===== config.mk =====
export PLATFORM = sky130hd
export DESIGN_NAME = uirq_regs
export DESIGN_NICKNAME = d
export VERILOG_FILES = /design/src/hw/uirq_pkg.sv /design/src/hw/uirq_flag_if.sv /design/src/hw/uirq_flag_bank.sv /design/src/hw/uirq_regs.sv
export VERILOG_INCLUDE_DIRS = /design/src /design/src/hw
export SDC_FILE = /design/constraint.sdc
export NUM_CORES = 1
export LEC_CHECK = 0
export BUFFER_PORTS_ARGS = -buffer_cell sky130_fd_sc_hd__buf_2
export CORE_UTILIZATION = 50
export CTS_BUF_LIST = sky130_fd_sc_hd__clkbuf_16
export CTS_CLUSTER_DIAMETER = 200
export DETAILED_ROUTE_END_ITERATION = 7
export HOLD_SLACK_MARGIN = 0.06
export PLACE_DENSITY = 0.74
export SLEW_MARGIN = 20
export SYNTH_ARGS = -nofsm -noshare
export SYNTH_HDL_FRONTEND = slang
export SYNTH_SLANG_ARGS = --single-unit
export TNS_END_PERCENT = 5

===== constraint.sdc =====
create_clock -name ref_clk_i -period 2.63 [get_ports ref_clk_i]
set_clock_uncertainty 0.05 [all_clocks]
set_input_delay 0.1315 -clock ref_clk_i [delete_from_list [all_inputs] [get_ports ref_clk_i]]
set_output_delay 0.1315 -clock ref_clk_i [all_outputs]
set_load 0.02 [all_outputs]

===== src/hw/uirq_defines.svh =====
// Offsets, field positions and reset values of the interrupt flag and mask
// registers. Assumes an 8-bit XDATA-style register port with 16-bit address.
`ifndef UIRQ_DEFINES_SVH
`define UIRQ_DEFINES_SVH

// ----------------------------------------------------------------------
// Register offsets
// ----------------------------------------------------------------------
`define UIRQ_ADDR_IN_FLAGS 16'hDE02
`define UIRQ_ADDR_OUT_FLAGS 16'hDE04
`define UIRQ_ADDR_BUS_FLAGS 16'hDE06
`define UIRQ_ADDR_IN_EN 16'hDE07
`define UIRQ_ADDR_OUT_EN 16'hDE09
`define UIRQ_ADDR_BUS_EN 16'hDE0B
`define UIRQ_ADDR_FRAME_LO 16'hDE0C
`define UIRQ_ADDR_FRAME_HI 16'hDE0D
`define UIRQ_ADDR_EP_SEL 16'hDE0E

// ----------------------------------------------------------------------
// Field positions
// ----------------------------------------------------------------------
`define UIRQ_BIT_SLEEP 0
`define UIRQ_BIT_WAKE 1
`define UIRQ_BIT_BUSRST 2
`define UIRQ_BIT_SOF 3
`define UIRQ_EP_MSB 5
`define UIRQ_BUS_MSB 3
`define UIRQ_SEL_MSB 3
`define UIRQ_FRAME_HI_MSB 2

// ----------------------------------------------------------------------
// Reset values
// ----------------------------------------------------------------------
`define UIRQ_RST_IN_EN 8'h3F
`define UIRQ_RST_OUT_EN 8'h3E
`define UIRQ_RST_BUS_EN 4'h6
`define UIRQ_RST_EP_SEL 4'h0
`define UIRQ_RST_FLAGS 6'h00
`define UIRQ_RST_FRAME 11'h000

`endif


===== src/hw/uirq_pkg.sv =====
// Types shared by the interrupt flag/mask block.
// Assumes the defines header is compiled alongside.
package uirq_pkg;

    typedef logic [7:0] uirq_byte_t;
    typedef logic [10:0] uirq_frame_t;

    // Register select decoded from the address
    typedef enum logic [9:0] {
        UIRQ_SEL_NONE = 10'h001,
        UIRQ_SEL_INF = 10'h002,
        UIRQ_SEL_OUTF = 10'h004,
        UIRQ_SEL_BUSF = 10'h008,
        UIRQ_SEL_INE = 10'h010,
        UIRQ_SEL_OUTE = 10'h020,
        UIRQ_SEL_BUSE = 10'h040,
        UIRQ_SEL_FRL = 10'h080,
        UIRQ_SEL_FRH = 10'h100,
        UIRQ_SEL_EPS = 10'h200
    } uirq_sel_e;

endpackage


===== src/hw/uirq_flag_if.sv =====
// Carrier between the register block and its sticky flag bank.
// Assumes one clock shared by both ends.
`timescale 1ns/1ps
interface uirq_flag_if;
    logic [5:0] set;
    logic clr;
    logic [5:0] flags;

    modport owner (output set, output clr, input flags);
    modport bank (input set, input clr, output flags);
endinterface


===== src/hw/uirq_flag_bank.sv =====
// Six sticky event flags, cleared together by a read of their register.
// Assumes set pulses and the clear strobe are synchronous to ref_clk_i.
`timescale 1ns/1ps
`include "uirq_defines.svh"
module uirq_flag_bank
(
    // Clock and reset
    input wire logic ref_clk_i,
    input wire logic rst_n_i,
    input wire logic clk_en_i,
    // Flag carrier
    uirq_flag_if.bank fl
);

    logic [5:0] flag_q;

    // An event in the read cycle survives the clear
    always_ff @(posedge ref_clk_i or negedge rst_n_i)
    begin
        if (!rst_n_i)
            flag_q <= `UIRQ_RST_FLAGS;
        else if (clk_en_i)
            flag_q <= (fl.clr ? 6'h00 : flag_q) | fl.set;
    end

    assign fl.flags = flag_q;

endmodule


===== src/hw/uirq_regs.sv =====
// Interrupt flags, enable masks, frame number and endpoint select.
// Assumes an 8-bit register port, one access per cycle, 100 MHz clock.
`timescale 1ns/1ps
`include "uirq_defines.svh"
module uirq_regs
(
    // Clock and reset
    input wire logic ref_clk_i,
    input wire logic rst_n_i,
    input wire logic clk_en_i,
    // Register port
    input wire logic [15:0] reg_addr_i,
    input wire logic reg_rd_i,
    input wire logic reg_wr_i,
    input wire logic [7:0] reg_wdata_i,
    output logic [7:0] reg_rdata_o,
    // Events from packet engine and bus monitor, one-cycle pulses, and frame number
    input wire logic [5:0] in_ep_event_i,
    input wire logic [5:1] out_ep_event_i,
    input wire logic frame_start_i,
    input wire logic bus_reset_i,
    input wire logic bus_wake_i,
    input wire logic bus_sleep_i,
    input wire logic [10:0] frame_num_i,
    // Outputs to the rest of the controller
    output logic [3:0] endpoint_select_o,
    output logic summary_irq_pending_o
);

    // ------------------------------------------------------------------
    // Address decode
    // ------------------------------------------------------------------
    function automatic uirq_pkg::uirq_sel_e decode(input logic [15:0] a);
        case (a)
            `UIRQ_ADDR_IN_FLAGS: decode = uirq_pkg::UIRQ_SEL_INF;
            `UIRQ_ADDR_OUT_FLAGS: decode = uirq_pkg::UIRQ_SEL_OUTF;
            `UIRQ_ADDR_BUS_FLAGS: decode = uirq_pkg::UIRQ_SEL_BUSF;
            `UIRQ_ADDR_IN_EN: decode = uirq_pkg::UIRQ_SEL_INE;
            `UIRQ_ADDR_OUT_EN: decode = uirq_pkg::UIRQ_SEL_OUTE;
            `UIRQ_ADDR_BUS_EN: decode = uirq_pkg::UIRQ_SEL_BUSE;
            `UIRQ_ADDR_FRAME_LO: decode = uirq_pkg::UIRQ_SEL_FRL;
            `UIRQ_ADDR_FRAME_HI: decode = uirq_pkg::UIRQ_SEL_FRH;
            `UIRQ_ADDR_EP_SEL: decode = uirq_pkg::UIRQ_SEL_EPS;
            default: decode = uirq_pkg::UIRQ_SEL_NONE;
        endcase
    endfunction

    uirq_pkg::uirq_sel_e sel;
    logic rd_en;
    logic wr_en;

    assign sel = decode(reg_addr_i);
    assign rd_en = reg_rd_i && clk_en_i;
    assign wr_en = reg_wr_i && clk_en_i && !bus_reset_i;

    // ------------------------------------------------------------------
    // Register strobes
    // ------------------------------------------------------------------
    // One strobe per register keeps each always_ff free of decode terms
    logic bus_rst_now;
    logic clr_in_fl;
    logic clr_out_fl;
    logic clr_bus_fl;
    logic wr_in_en;
    logic wr_out_en;
    logic wr_bus_en;
    logic wr_ep_sel;

    assign bus_rst_now = clk_en_i && bus_reset_i;
    assign clr_in_fl = rd_en && (sel == uirq_pkg::UIRQ_SEL_INF);
    assign clr_out_fl = rd_en && (sel == uirq_pkg::UIRQ_SEL_OUTF);
    assign clr_bus_fl = rd_en && (sel == uirq_pkg::UIRQ_SEL_BUSF);
    assign wr_in_en = wr_en && (sel == uirq_pkg::UIRQ_SEL_INE);
    assign wr_out_en = wr_en && (sel == uirq_pkg::UIRQ_SEL_OUTE);
    assign wr_bus_en = wr_en && (sel == uirq_pkg::UIRQ_SEL_BUSE);
    assign wr_ep_sel = wr_en && (sel == uirq_pkg::UIRQ_SEL_EPS);

    // ------------------------------------------------------------------
    // Sticky flag banks
    // ------------------------------------------------------------------
    uirq_flag_if in_fl ();
    uirq_flag_if out_fl ();
    uirq_flag_if bus_fl ();

    assign in_fl.set = in_ep_event_i;
    assign in_fl.clr = clr_in_fl;

    // Bit 0 has no source, so it stays zero
    assign out_fl.set = {out_ep_event_i, 1'b0};
    assign out_fl.clr = clr_out_fl;

    assign bus_fl.set = {2'b00, frame_start_i, bus_reset_i,
                         bus_wake_i, bus_sleep_i};
    assign bus_fl.clr = clr_bus_fl;

    uirq_flag_bank u_in_bank
    (
        .ref_clk_i(ref_clk_i),
        .rst_n_i(rst_n_i),
        .clk_en_i(clk_en_i),
        .fl(in_fl)
    );

    uirq_flag_bank u_out_bank
    (
        .ref_clk_i(ref_clk_i),
        .rst_n_i(rst_n_i),
        .clk_en_i(clk_en_i),
        .fl(out_fl)
    );

    uirq_flag_bank u_bus_bank
    (
        .ref_clk_i(ref_clk_i),
        .rst_n_i(rst_n_i),
        .clk_en_i(clk_en_i),
        .fl(bus_fl)
    );

    // ------------------------------------------------------------------
    // Enable masks
    // ------------------------------------------------------------------
    // Bits 7:6 of in_en and out_en are stored as written; software keeps them zero
    logic [7:0] in_en;
    logic [7:0] out_en;
    logic [3:0] bus_en;

    always_ff @(posedge ref_clk_i or negedge rst_n_i)
    begin
        if (!rst_n_i)
        begin
            in_en <= `UIRQ_RST_IN_EN;
        end
        else if (bus_rst_now)
        begin
            in_en[5:0] <= 6'h3F;
        end
        else if (wr_in_en)
        begin
            in_en <= reg_wdata_i;
        end
    end

    always_ff @(posedge ref_clk_i or negedge rst_n_i)
    begin
        if (!rst_n_i)
        begin
            out_en <= `UIRQ_RST_OUT_EN;
        end
        else if (bus_rst_now)
        begin
            out_en[5:1] <= 5'h1F;
        end
        else if (wr_out_en)
        begin
            out_en <= {reg_wdata_i[7:1], 1'b0};
        end
    end

    // Bus reset forces reset and resume enables on, leaves SOF and suspend
    always_ff @(posedge ref_clk_i or negedge rst_n_i)
    begin
        if (!rst_n_i)
        begin
            bus_en <= `UIRQ_RST_BUS_EN;
        end
        else if (bus_rst_now)
        begin
            bus_en[`UIRQ_BIT_BUSRST] <= 1'b1;
            bus_en[`UIRQ_BIT_WAKE] <= 1'b1;
        end
        else if (wr_bus_en)
        begin
            bus_en <= reg_wdata_i[`UIRQ_BUS_MSB:0];
        end
    end

    // ------------------------------------------------------------------
    // Endpoint select
    // ------------------------------------------------------------------
    logic [3:0] ep_sel;

    always_ff @(posedge ref_clk_i or negedge rst_n_i)
    begin
        if (!rst_n_i)
        begin
            ep_sel <= `UIRQ_RST_EP_SEL;
        end
        else if (bus_rst_now)
        begin
            ep_sel <= `UIRQ_RST_EP_SEL;
        end
        else if (wr_ep_sel)
        begin
            ep_sel <= reg_wdata_i[`UIRQ_SEL_MSB:0];
        end
    end

    // Indexed endpoint registers elsewhere decode this value directly
    assign endpoint_select_o = ep_sel;

    // ------------------------------------------------------------------
    // Frame number
    // ------------------------------------------------------------------
    uirq_pkg::uirq_frame_t frame;

    always_ff @(posedge ref_clk_i or negedge rst_n_i)
    begin
        if (!rst_n_i)
        begin
            frame <= `UIRQ_RST_FRAME;
        end
        else if (clk_en_i)
        begin
            frame <= frame_num_i;
        end
    end

    // ------------------------------------------------------------------
    // Summary interrupt
    // ------------------------------------------------------------------
    // True when any flag of a group has its enable bit set
    function automatic logic masked_any(input logic [5:0] flags,
                                        input logic [5:0] enables);
        masked_any = |(flags & enables);
    endfunction

    logic in_pend;
    logic out_pend;
    logic bus_pend;
    logic next_summary;

    assign in_pend = masked_any(in_fl.flags, in_en[5:0]);
    assign out_pend = masked_any(out_fl.flags, out_en[5:0]);
    assign bus_pend = masked_any(bus_fl.flags, {2'b00, bus_en});
    assign next_summary = in_pend || out_pend || bus_pend;

    // Registered so it stands clear of decode glitches
    always_ff @(posedge ref_clk_i or negedge rst_n_i)
    begin
        if (!rst_n_i)
        begin
            summary_irq_pending_o <= 1'b0;
        end
        else if (clk_en_i)
        begin
            summary_irq_pending_o <= next_summary;
        end
    end

    // ------------------------------------------------------------------
    // Read data
    // ------------------------------------------------------------------
    // Registered read data: value of the cycle the read was presented
    uirq_pkg::uirq_byte_t next_rdata;

    always_comb
    begin
        case (sel)
            uirq_pkg::UIRQ_SEL_INF:
            begin
                next_rdata = {2'b00, in_fl.flags};
            end
            uirq_pkg::UIRQ_SEL_OUTF:
            begin
                next_rdata = {2'b00, out_fl.flags[5:1], 1'b0};
            end
            uirq_pkg::UIRQ_SEL_BUSF:
            begin
                next_rdata = {4'h0, bus_fl.flags[3:0]};
            end
            uirq_pkg::UIRQ_SEL_INE:
            begin
                next_rdata = in_en;
            end
            uirq_pkg::UIRQ_SEL_OUTE:
            begin
                next_rdata = {out_en[7:1], 1'b0};
            end
            uirq_pkg::UIRQ_SEL_BUSE:
            begin
                next_rdata = {4'h0, bus_en};
            end
            uirq_pkg::UIRQ_SEL_FRL:
            begin
                next_rdata = frame[7:0];
            end
            uirq_pkg::UIRQ_SEL_FRH:
            begin
                next_rdata = {5'h00, frame[10:8]};
            end
            uirq_pkg::UIRQ_SEL_EPS:
            begin
                next_rdata = {4'h0, ep_sel};
            end
            default:
            begin
                next_rdata = 8'h00;
            end
        endcase
    end

    always_ff @(posedge ref_clk_i or negedge rst_n_i)
    begin
        if (!rst_n_i)
        begin
            reg_rdata_o <= 8'h00;
        end
        else if (rd_en)
        begin
            reg_rdata_o <= next_rdata;
        end
    end

endmodule


**Word level (Yosys, flattened, before mapping)**

Index checks and enable logic that the tools add are counted.

- Equal/unequal tests: 18
- Multiplexer cells: 13
- Bitwise gates (word level): 7
- Reduce and logical (&&, ||, !) cells: 24

Operator list:

| cell | count |
|---|---|
| $eq A16 B16 Y1 const B | 9 |
| $pmux W10 S9 | 1 |
| $pmux W8 S9 | 1 |
| $mux W6 | 6 |
| $reduce_or A6 Y1 | 3 |
| $and A6 B6 Y6 | 2 |
| $or A6 B6 Y6 | 2 |
| $logic_and A1 B1 Y1 | 11 |
| $eq A10 B10 Y1 const B | 1 |
| $eq A10 B2 Y1 const B | 1 |
| $eq A10 B3 Y1 const B | 1 |
| $eq A10 B4 Y1 const B | 1 |
| $eq A10 B5 Y1 const B | 1 |
| $eq A10 B6 Y1 const B | 1 |
| $eq A10 B7 Y1 const B | 1 |
| $eq A10 B8 Y1 const B | 1 |
| $eq A10 B9 Y1 const B | 1 |
| $mux W4 | 2 |
| $reduce_bool A2 Y1 | 4 |
| $and A6 B4 Y6 | 1 |
| $or A6 B4 Y6 | 1 |
| $reduce_and A2 Y1 | 3 |
| $mux W5 | 1 |
| $mux W3 | 1 |
| 4 further kinds | 5 |

- Register bits after elaboration: 61
- Input port bits: 55
- Output and inout bits: 13
- Word-level logic and storage cells: 75

**Depth between registers and ports, before layout**

Gate-level depths: netlist (run 1).

- Depth in word-level cells: 6
- Gate-level depth with buffers: 7
- Gate-level depth less buffers: 5

**Modules after synthesis**

From an unflattened synthesis (run 1), not the netlist that was laid out.

- Cell total of the unflattened synthesis: 293
- Area total of the unflattened synthesis: 3200.6 sq um

Modules (own cells, without submodules):

| module | times used | cells each | area each (sq um) | sequential area each (sq um) |
|---|---|---|---|---|
| uirq_regs | 1 | 254 | 2573.7 | 1092.3 |
| uirq_flag_bank | 3 | 13 | 209.0 | 150.1 |

**Worst setup path after synthesis (run 1)**

OpenSTA, ideal clock, no wires.

- Path type: input -> register
- Start: in reg_addr_i[5]
- End: reg bus_en[0]
- Setup time: 0.125 ns
- Arrival time: 1.349 ns
- Required time: 2.455 ns
- Path slack: 1.106 ns
- Stages on the path: 5
- Path buffers: 1
- Path through: nor4_4 > and3_4 > and4_2 > clkbuf_1 > mux2_2

- Longest elaborated chain between the ends: 5
- Elaborated cells between the ends (all ways): 13
- Those cells by class: eq/ne: 10; mux: 1; reduce/logical: 2

RTL lines:

| element | RTL line | text |
|---|---|---|
| from (decl) | uirq_regs.sv:12 | `input wire logic [15:0] reg_addr_i,` |
| $eq A16 B16 Y1 | uirq_regs.sv:34 | `case (a)` |
| $pmux W10 S9 * | uirq_regs.sv:34 |  |
| $eq A10 B7 Y1 * | uirq_regs.sv:75 | `assign wr_bus_en = wr_en && (sel == uirq_pkg::UIRQ_SEL_BUSE);` |
| $logic_and A1 B1 Y1 * | uirq_regs.sv:75 |  |
| $reduce_and A2 Y1 (no source line) * | n/a |  |
| to (signal assigned) | uirq_regs.sv:165 | `` bus_en <= `UIRQ_RST_BUS_EN; `` |
| to (signal assigned) | uirq_regs.sv:174 | `` bus_en <= reg_wdata_i[`UIRQ_BUS_MSB:0]; `` |
| to (decl) | uirq_regs.sv:126 | `logic [3:0] bus_en;` |

Every way passes the cells marked *; elsewhere a longest branch is shown, timed or not.
A chain may end at the register's enable or synchronous reset.

**Worst setup path in the final report (run 1)**

- Start: reg u_out_bank.flag_q[2] (netlist: u_out_bank.fl.flags[2])
- End: reg reg_rdata_o[2]

- Longest elaborated chain between the ends: 1

RTL lines:

| element | RTL line | text |
|---|---|---|
| from (decl) | uirq_flag_bank.sv:15 | `logic [5:0] flag_q;` |
| from (signal assigned) | uirq_flag_bank.sv:21 | `` flag_q <= `UIRQ_RST_FLAGS; `` |
| from (signal assigned) | uirq_flag_bank.sv:23 | `flag_q <= (fl.clr ? 6'h00 : flag_q) \| fl.set;` |
| $pmux W8 S9 | uirq_regs.sv:259 | `case (sel)` |
| to (signal assigned) | uirq_regs.sv:311 | `reg_rdata_o <= next_rdata;` |
| to (decl) | uirq_regs.sv:16 | `output logic [7:0] reg_rdata_o,` |

No other way between the ends.

==> results.md, run 1 <==
- Crit Path Max Fanout: 3
- GRT Total Usage: 29.0%
- Fin Setup TNS: 0 ps
- WHS Path Cells: 4
- Synthesized net count: 296
- Vias: 2473
- Register bit total from synthesis: 58
- FF-to-FF Start: u_out_bank.fl.flags[2]
- Final setup fails: 0
- Fin nets: 398
- Startpoint Class: flip-flop
- Total grt overflow: 0
- First-pass DRT Iterations: 5
- Max incr delay on CP: 410 ps
- # DRC: 0
- Die ar.: 6070 µm²
- Worst Max-Slew Pin Slew: 623 ps
- Max Freq: 0.616 GHz
- WL per Instance: 18.7 µm
- Clk slew on worst S/H paths: 50 ps
- Crit-path cells: mux2_2 -> a22o_1 -> a22oi_1 -> nand4_1 -> a22o_1
- Starting density of the core: 52.0%
- Placer Congestion: 0.915
- Core Rows: 27
- Most common cell after layout, fill and taps aside: buf_2
- Pleak: 1.78 nW
- Number of port buffers: 67
- HP Start: reg_addr_i[3]
- CTS sink cnt: 58
- Seq/Total Area, Yosys: 50.9%
- Post-DP HPWL: 5300 µm
- Crit path required time: 2790 ps
- Final hold viol count: 0
- Placement Cell Area: 3230 µm²
- Most frequent cells in the layout: buf_2 (66), dfrtp_1 (45), dlygate4sd3_1 (34)
- Hold Crit Class: input port to flip-flop
- Vias in the first global route: 2566
- WS Path Type: flip-flop to flip-flop
- Share of cells above drive strength 1: 36.8%
- Yosys Warn Count: 0
- Max-slew headroom: 58.2%
- Max_cap viols: 0
- Flop-to-flop setup slack: 1010 ps
- Status: completed
- Slowest cell on crit path: dfrtp_1
- Antenna violations before repair: 0
- Max-slew violation count: 0
- H-tree depth: 3
- Fin cells: 420
- Root Driver: clkbuf_16
- Largest net degree at the start of global routing: 50
- Max IR drop VDD: 0.000460 V
- Die width: 77.9 µm
- Worst reg-to-reg path cell count: 5
- Hold WS: 245 ps
- First-pass GRT wire length: 12900 µm
- Post-route minimum period: 1620 ps
- Die H: 77.9 µm
- Average size of a mapped cell: 12.0 µm²
- Design Area, Final: 3830 µm²
- Area Growth Syn to Fin: 32.9%
- Total power: 2.15 mW
- Synthesized instance count: 241
- Via/cell ratio: 5.89
- Largest area contributor in the netlist: dfrtp_1
- Worst r2r dst: reg_rdata_o[2]
- Final Cycle Share: 61.7%
- Yosys top cell area share: 39.1%
- Cell mode on critical path: a22o_1
- Largest cells by area after synthesis: dfrtp_1 (39%), dfstp_2 (12%), a22o_1 (8.8%)
- Place WS: 739 ps
- CTS tree: yes
- Inserted Diodes: 0
- Worst Path Arrival: 1790 ps
- Core Util, Final: 69.1%
- Crit. End Element: flip-flop
- Clock buffer depth: 2
- Inst Count DP: 370
- Clock Latency Late Sink: 330 ps
- Antenna Violating Nets Remaining: 0
- RSZ-0062 raised after global routing: false
- Initial DRC count: 290
- Worst setup margin: 1010 ps
- Hold Path Sink: reg_rdata_o[1]
- Routed WL: 7830 µm
- Post-Syn Area: 2880 µm²
- Power per cell area: 561 nW/µm²
- Core area: 5540 µm²
- I/O pin cnt: 68
- Number of CTS-inserted buffers: 9
- Yosys cell types: 46
## report_power, final
part	switching, mW	internal (mW)	leakage, nW	total (mW)
Clock	0.384	0.616	0.136	1.00
Combinational	0.108	0.113	0.989	0.220
Sequential	0.0116	0.916	0.653	0.927
## how the worst max path moves through the flow
stage | slack, ps | cells after the start | startpoint | end
3_3_place_gp | 800 | 5 | reg_addr_i[2] | in_en[7]
2_1_floorplan | 1110 | 5 | reg_addr_i[5] | bus_en[0]
6_report | 1010 | 5 | u_out_bank.fl.flags[2] | reg_rdata_o[2]
4_1_cts | 1020 | 5 | u_out_bank.fl.flags[2] | reg_rdata_o[2]
5_1_grt | 930 | 5 | reg_addr_i[2] | in_en[6]
3_5_place_dp | 740 | 5 | reg_addr_i[2] | in_en[7]
## registers in the layout, summed over array words and instances (netlist names)
name and count:
bus_en 4, reg_rdata_o 8, u_bus_bank.fl.flags 4, u_out_bank.fl.flags 5
endpoint_select_o 4, summary_irq_pending_o 1, in_en 8, frame 11
u_in_bank.fl.flags 6, out_en 7
## cell type report
type	instances	area, µm²
clock inverters	7	30.0
multi-input cells	168	1310
well taps	72	90.1
inverters	2	7.51
clock buffers	9	225
repair buffers	104	701
fillers	448	1710
flip-flops and latches	58	1470
## per-layer routing
| metal | vias up | part of all wire [%] | GRT usage (%) |
|---|---|---|---|
| met2 | 130 | 47 | 44.0 |
| met1 | 1195 | 42 | 37.8 |
| met5 | - | 0 | 0 |
| li1 | 1122 | - | - |
| met4 | 0 | 3.5 | 15.9 |
| met3 | 26 | 7.3 | 7.76 |
## critical path, delay by kind of cell, from the launching register on
family | cells | cell delay (ps)
AO/OA/AOI/OAI | 3 | 610
flip-flops | 1 | 410
multiplexers | 1 | 290
AND/OR/NAND/NOR | 1 | 150
## synthesized netlist by cell type, drive strengths merged
| cell | n |
|---|---|
| mux2 | 21 |
| and2 | 5 |
| dfrtp | 45 |
| a2bb2o | 1 |
| nor2 | 5 |
| a31oi | 8 |
| nand3b | 1 |
| a211oi | 1 |
| o31a | 1 |
| and4b | 4 |
| nand3 | 12 |
| nand4 | 4 |
| and3 | 2 |
| mux4 | 1 |
| nor2b | 3 |
| a22o | 29 |
| inv | 2 |
| a22oi | 11 |
| clkbuf | 8 |
| a21oi | 2 |
| o22a | 1 |
| a2bb2oi | 1 |
| nand2 | 27 |
| nor3b | 2 |
| and2b | 1 |
| o21bai | 1 |
| mux2i | 14 |
| nor4 | 1 |
| buf | 5 |
| a221oi | 3 |
| and4 | 1 |
| o211ai | 2 |
| dfstp | 13 |
| nor3 | 2 |
| and3b | 1 |
## logic make-up after synthesis
| group | after synthesis | synth area share [%] |
|---|---|---|
| and+or+nand+nor | 71 | 14.6 |
| AOI/OAI and AO/OA | 61 | 17.0 |
| DFF | 58 | 50.9 |
| muxes | 36 | 13.8 |
| buffers and inverters | 15 | 3.69 |
## what timing repair did
item,CTS,global route
buffers inserted,0,0
hold buffers,34,0
endpoints found under the setup margin,0,0
resized for setup,0,0
endpoints found under the hold margin,93,0
(Power assumes the default switching activity.)
==> run 2: changes to the inputs <==
==> constraint.sdc (replaced) <==
create_clock -name ref_clk_i -period 1.5 [get_ports ref_clk_i]
set_clock_uncertainty 0.05 [all_clocks]
set_input_delay 0.075 -clock ref_clk_i [delete_from_list [all_inputs] [get_ports ref_clk_i]]
set_output_delay 0.075 -clock ref_clk_i [all_outputs]
set_load 0.02 [all_outputs]
==> run 2 against run 1 <==
Compared with the run above: routed wire length up 11%; global-route usage rose by 1.4 points; hold slack worse by 130 ps; via count is 7.7% higher; power rose by 77%; fmax increased by 9.0%; combinational power up 100%; die area is the same; sequential share of layout area fell by 2.8 points; first-iteration DRC count decreased by 5.2%; largest cell class unchanged; highest routed layer unchanged.
==> results.md, run 2 (same netlist as run 1, synthesis figures left out) <==
- Die H: 77.9 µm (unchanged)
- Initial DRC count: 275 (was 290)
- Total grt overflow: 0 (unchanged)
- Crit. End Element: flip-flop (unchanged)
- Place WS: -112 ps (was 739 ps)
- Hold Crit Class: input port to async pin (was input port to flip-flop)
- Clk slew on worst S/H paths: 50 ps (about the same)
- Number of port buffers: 67 (unchanged)
- Max IR drop VDD: 0.000739 V (was 0.000460 V)
- Antenna violations before repair: 0 (unchanged)
- Largest regs: frame: 11 flops, in_en: 8 flops, reg_rdata_o: 8 flops (unchanged)
- Final setup fails: 0 (unchanged)
- # DRC: 0 (unchanged)
- Cell mode on critical path: a22o_1 (unchanged)
- Crit path required time: 1650 ps (was 2790 ps)
- Hold WS: 115 ps (was 245 ps)
- Most frequent cells in the layout: buf_2 (67), dfrtp_1 (45), buf_4 (37) (was buf_2 (66), dfrtp_1 (45), dlygate4sd3_1 (34))
- Post-route minimum period: 1490 ps (was 1620 ps)
- Post-CTS Setup Bufs: 0 (unchanged)
- Crit Path Max Fanout: 2 (was 3)
- Antenna Violating Nets Remaining: 0 (unchanged)
- Final Cycle Share: 99.2% (was 61.7%)
- CP delay by family, top: compound AO/OA/AOI/OAI gates (unchanged)
- Share of cells above drive strength 1: 43.2% (was 36.8%)
- Placer Congestion: 0.890 (was 0.915)
- Buf/Inv on CP: 0 (unchanged)
- Vias: 2664 (was 2473)
- First-pass DRT Iterations: 5 (unchanged)
- WL per Instance: 19.0 µm (was 18.7 µm)
- H-tree depth: 3 (unchanged)
- Total power: 3.80 mW (was 2.15 mW)
- Largest net degree at the start of global routing: 23 (was 50)
- Max incr delay on CP: 380 ps (was 410 ps)
- Core area: 5540 µm² (unchanged)
- First-pass GRT wire length: 13700 µm (was 12900 µm)
- Pleak: 1.97 nW (was 1.78 nW)
- Root Driver: clkbuf_16 (unchanged)
- Die width: 77.9 µm (unchanged)
- Inserted Diodes: 0 (unchanged)
- Final hold viol count: 0 (unchanged)
- Startpoint Class: flip-flop (unchanged)
- Max_cap viols: 0 (unchanged)
- Crit-path cells: mux2_2 -> a22o_1 -> a22oi_2 -> nand4_1 -> a22o_1 (was mux2_2 -> a22o_1 -> a22oi_1 -> nand4_1 -> a22o_1)
- CTS sink cnt: 58 (unchanged)
- Max reg flops: 11 (unchanged)
- Worst Max-Slew Pin Slew: 340 ps (was 623 ps)
- Starting density of the core: 52.0% (unchanged)
- Largest reg by FF count: frame (unchanged)
- Number of CTS-inserted buffers: 9 (unchanged)
- Worst Path Arrival: 1640 ps (was 1790 ps)
- Core Rows: 27 (unchanged)
- GRT Total Usage: 30.4% (was 29.0%)
- Status: completed (unchanged)
- CTS tree: yes (unchanged)
- Area Growth Syn to Fin: 43.4% (was 32.9%)
- Max Freq: 0.672 GHz (was 0.616 GHz)
- Clock Latency Late Sink: 330 ps (about the same)
- Max-slew headroom: 77.3% (was 58.2%)
- Inst Count DP: 406 (was 370)
- Slowest cell on crit path: dfrtp_1 (unchanged)
- Vias in the first global route: 2670 (was 2566)
- Via/cell ratio: 5.84 (was 5.89)
- Most common cell after layout, fill and taps aside: buf_2 (unchanged)
- Clock buffer depth: 2 (unchanged)
- Post-DP HPWL: 6100 µm (was 5300 µm)
- Fin nets: 434 (was 398)
- Routed WL: 8670 µm (was 7830 µm)
- WS Path Type: flip-flop to flip-flop (unchanged)
- Max-slew violation count: 0 (unchanged)
- Fin cells: 456 (was 420)
- Worst setup margin: 11.3 ps (was 1010 ps)
- RSZ-0062 raised after global routing: true (was false)
- I/O pin cnt: 68 (unchanged)
- Die ar.: 6070 µm² (unchanged)
- Power per cell area: 918 nW/µm² (was 561 nW/µm²)
==> run 2: cell count changes in the layout (fill, tap and decap cells not counted), sizes merged <==
cell / before / now
buf: 70 / 106
==> run 2: cell type report <==
cell class              instances  area (µm²)
flip-flops and latches         58        1470
clock buffers                   9         225
repair buffers                140         993
well taps                      72        90.1
fillers                       392        1410
multi-input cells             168        1320
inverters                       2        7.51
clock inverters                 7        30.0
==> run 2: power by group <==
| part | switching (mW) | internal, mW |
|---|---|---|
| Clock | 0.646 | 1.08 |
| Combinational | 0.208 | 0.237 |
| Sequential | 0.0212 | 1.61 |
| Total | 0.875 | 2.92 |
==> run 2: layer usage <==
layer  up-vias  part of all wire [%]  track usage [%]
met2       109                    48             49.6
li1       1205                     -                -
met4         0                   2.2             12.0
met1      1329                    43             40.1
met3        21                   6.3             5.53
met5         -                     0                0
==> run 2: final timing paths <==
path | start | endpoint | slack [ps] | cells after the start
min in group ref_clk_i | bus_reset_i | in_en[5] | 160 | 4
min | rst_n_i | u_out_bank.fl.flags[5] | 120 | 2
max reg2reg | u_out_bank.fl.flags[2] | reg_rdata_o[2] | 10 | 5
max | u_out_bank.fl.flags[2] | reg_rdata_o[2] | 10 | 5
min reg2reg | reg_rdata_o[0] | reg_rdata_o[0] | 450 | 1
max in group asynchronous | rst_n_i | in_en[2] | 720 | 3
==> run 2: what timing repair did <==
action / 4_1_cts / 5_1_grt
hold endpoints to repair: 93 / 0
hold buffers: 34 / 0
setup endpoints to repair: 0 / 2
resized for setup: 0 / 2
==> run 2: metrics by stage <==
step	setup TNS, ps	util [%]	instance area [µm²]
global placement	-227	63.7	3530
floorplan	0	-	2880
CTS	0	74.4	4120
finish	0	74.6	4130
detailed placement	-574	63.7	3530
global route	-27.8	74.6	4130
==> run 2: worst register-to-register path, stage by stage (launching register included) <==
cell	delay (ps)
dfrtp_1	380
mux2_2	280
a22o_1	240
a22oi_2	120
nand4_1	100
a22o_1	210
==> run 3: changes to the inputs <==
--- a/config.mk
+++ b/config.mk
@@ -6,13 +6,14 @@
 export SDC_FILE = /design/constraint.sdc
 export NUM_CORES = 1
 export LEC_CHECK = 0
-export BUFFER_PORTS_ARGS = -buffer_cell sky130_fd_sc_hd__buf_2
 export CORE_UTILIZATION = 50
 export CTS_BUF_LIST = sky130_fd_sc_hd__clkbuf_16
 export CTS_CLUSTER_DIAMETER = 200
 export DETAILED_ROUTE_END_ITERATION = 7
+export DONT_BUFFER_PORTS = 1
 export HOLD_SLACK_MARGIN = 0.06
-export PLACE_DENSITY = 0.74
+export PLACE_DENSITY = 0.64
+export REMOVE_ABC_BUFFERS = 1
 export SLEW_MARGIN = 20
 export SYNTH_ARGS = -nofsm -noshare
 export SYNTH_HDL_FRONTEND = slang
==> run 3 against run 2 <==
Compared with the run above: combinational power shrank 22%; power shrank 2.5%; final area shrank 7.2%; count of clock-buffer cells in the layout is the same; hold slack lost 46 ps; largest cell class unchanged; cell count shrank 15%; die area is the same; first-iteration DRC count shrank 22%; critical path type is now input port to flip-flop; critical endpoint is now u_bus_bank.fl.flags[0]; clock power is essentially flat; sequential cell count is the same.
==> results.md, run 3 (same netlist as run 1, synthesis figures left out) <==
- CTS sink cnt: 58 (unchanged)
- Most frequent cells in the layout: dlygate4sd3_1 (46), dfrtp_1 (45), a22o_1 (29) (was buf_2 (67), dfrtp_1 (45), buf_4 (37))
- Number of port buffers: 0 (was 67)
- Fin nets: 365 (was 434)
- WS Path Type: input port to flip-flop (was flip-flop to flip-flop)
- Clk slew on worst S/H paths: 50 ps (about the same)
- Pleak: 1.67 nW (was 1.97 nW)
- Post-route minimum period: 1490 ps (about the same)
- Routed WL: 8230 µm (was 8670 µm)
- Psw: 0.832 mW (was 0.875 mW)
- Inserted Diodes: 0 (unchanged)
- Hold Crit Class: input port to flip-flop (was input port to async pin)
- Max Freq: 0.673 GHz (was 0.672 GHz)
- Worst Path Arrival: 1640 ps (about the same)
- Final setup fails: 0 (unchanged)
- RSZ-0062 raised after global routing: true (unchanged)
- Core Rows: 27 (unchanged)
- Hold WS: 69.5 ps (was 115 ps)
- Sw frac: 22.5% (was 23.1%)
- Fin Setup TNS: 0 ps (unchanged)
- Number of CTS-inserted buffers: 9 (unchanged)
- Max IR drop VDD: 0.000863 V (was 0.000739 V)
- # DRC: 0 (unchanged)
- Clock buffer depth: 2 (unchanged)
- Int Power: 2.87 mW (was 2.92 mW)
- Clock Latency Late Sink: 320 ps (was 330 ps)
- Crit. End Element: flip-flop (unchanged)
- Worst Setup SP: reg_addr_i[5] (was u_out_bank.fl.flags[2])
- Placement Cell Area: 2990 µm² (was 3530 µm²)
- Die ar.: 6070 µm² (unchanged)
- Largest reg by FF count: frame (unchanged)
- Die width: 77.9 µm (unchanged)
- GRT Total Usage: 29.9% (was 30.4%)
- Core Util, Final: 69.3% (was 74.6%)
- Share of cells above drive strength 1: 26.3% (was 43.2%)
- Largest regs: frame: 11 flops, in_en: 8 flops, reg_rdata_o: 8 flops (unchanged)
- Core area: 5540 µm² (unchanged)
- Vias in the first global route: 2375 (was 2670)
- Max reg flops: 11 (unchanged)
- WL per Instance: 21.3 µm (was 19.0 µm)
- Root Driver: clkbuf_16 (unchanged)
- Antenna violations before repair: 0 (unchanged)
- CTS tree: yes (unchanged)
- Worst reg-to-reg path cell count: 5 (unchanged)
- Worst setup margin: 14.5 ps (was 11.3 ps)
- Vias: 2363 (was 2664)
- Total grt overflow: 0 (unchanged)
- Initial DRC count: 215 (was 275)
- Design Area, Final: 3840 µm² (was 4130 µm²)
- Placer Congestion: 0.874 (was 0.890)
- Total power: 3.70 mW (was 3.80 mW)
- WHS Path Cells: 3
- Post-DP HPWL: 5290 µm (was 6100 µm)
- Clock Power Share: 46.5% (was 45.4%)
- HP Start: reg_rd_i
- Final Cycle Share: 99.0% (was 99.2%)
- H-tree depth: 3 (unchanged)
- Max-slew violation count: 0 (unchanged)
- Most common cell after layout, fill and taps aside: dlygate4sd3_1 (was buf_2)
- Flop-to-flop setup slack: 30 ps (was 10 ps)
- Place WS: -9.09 ps (was -112 ps)
- Antenna Violating Nets Remaining: 0 (unchanged)
- Crit Path Max Fanout: 3 (was 2)
- Max_cap viols: 0 (unchanged)
- Starting density of the core: 52.0% (unchanged)
- Status: completed (unchanged)
- Die H: 77.9 µm (unchanged)
- Part of the power in registers: 44.2% (was 42.9%)
- I/O pin cnt: 68 (unchanged)
- First-pass DRT Iterations: 4 (was 5)
- Final hold viol count: 0 (unchanged)
- Startpoint Class: input port (was flip-flop)
- Comb pwr share: 9.4% (was 11.7%)
- Fin cells: 387 (was 456)
- FF-to-FF Start: u_out_bank.fl.flags[2] (unchanged)
- Via/cell ratio: 6.11 (was 5.84)
- Area Growth Syn to Fin: 33.1% (was 43.4%)
- Power per cell area: 965 nW/µm² (was 918 nW/µm²)
- Worst Max-Slew Pin Slew: 742 ps (was 340 ps)
- First-pass GRT wire length: 12900 µm (was 13700 µm)
- Inst Count DP: 316 (was 406)
- Crit path required time: 1650 ps (about the same)
- Largest net degree at the start of global routing: 59 (was 23)
- Max-slew headroom: 50.6% (was 77.3%)
[run 3: cell type report]
class                      count  area (µm²)
clock buffer                   9         225
clock inverter                 7        28.8
fill                         440        1700
inverter                       2        7.51
multi-input combinational    168        1330
sequential                    58        1470
tap                           72        90.1
timing repair buffer          71         689
[run 3: worst max-delay path, stage by stage]
cell and delay [ps]:
nor4_4 300, and3_4 250, nand4_1 210, a22o_1 240
dlygate4sd3_1 560
[run 3: final timing paths]
| path | end |
|---|---|
| max in group asynchronous | in_en[0] |
| hold / removal | reg_rdata_o[2] |
| hold reg to reg | frame[5] |
| setup / recovery | u_bus_bank.fl.flags[0] |
| setup reg to reg | reg_rdata_o[2] |
| min in group asynchronous | out_en[6] |
[run 3: layer usage]
metal	routed length (µm)	vias to the layer above	global-route usage (%)
met5	0	-	0
met4	157	0	10.6
met3	696	14	10.0
met2	3930	117	46.3
met1	3450	1170	39.1
li1	-	1062	-
[run 3: power by group through the flow]
stage	Sequential [mW]	Combinational [mW]	Clock, mW
2_1_floorplan	1.65	0.128	0
3_3_place_gp	1.66	0.165	0
3_5_place_dp	1.66	0.168	0
4_1_cts	1.63	0.339	1.76
5_1_grt	1.64	0.374	1.82
6_report	1.63	0.348	1.72
[run 3: timing repair]
item / 4_1_cts / 5_1_grt
endpoints found under the hold margin: 115 / 0
gates resized for setup: 1 / 6
setup endpoints to repair: 1 / 13
gates cloned: 0 / 0
buffers inserted: 1 / 5
hold buffers: 49 / 0
pin swaps: 4 / 3
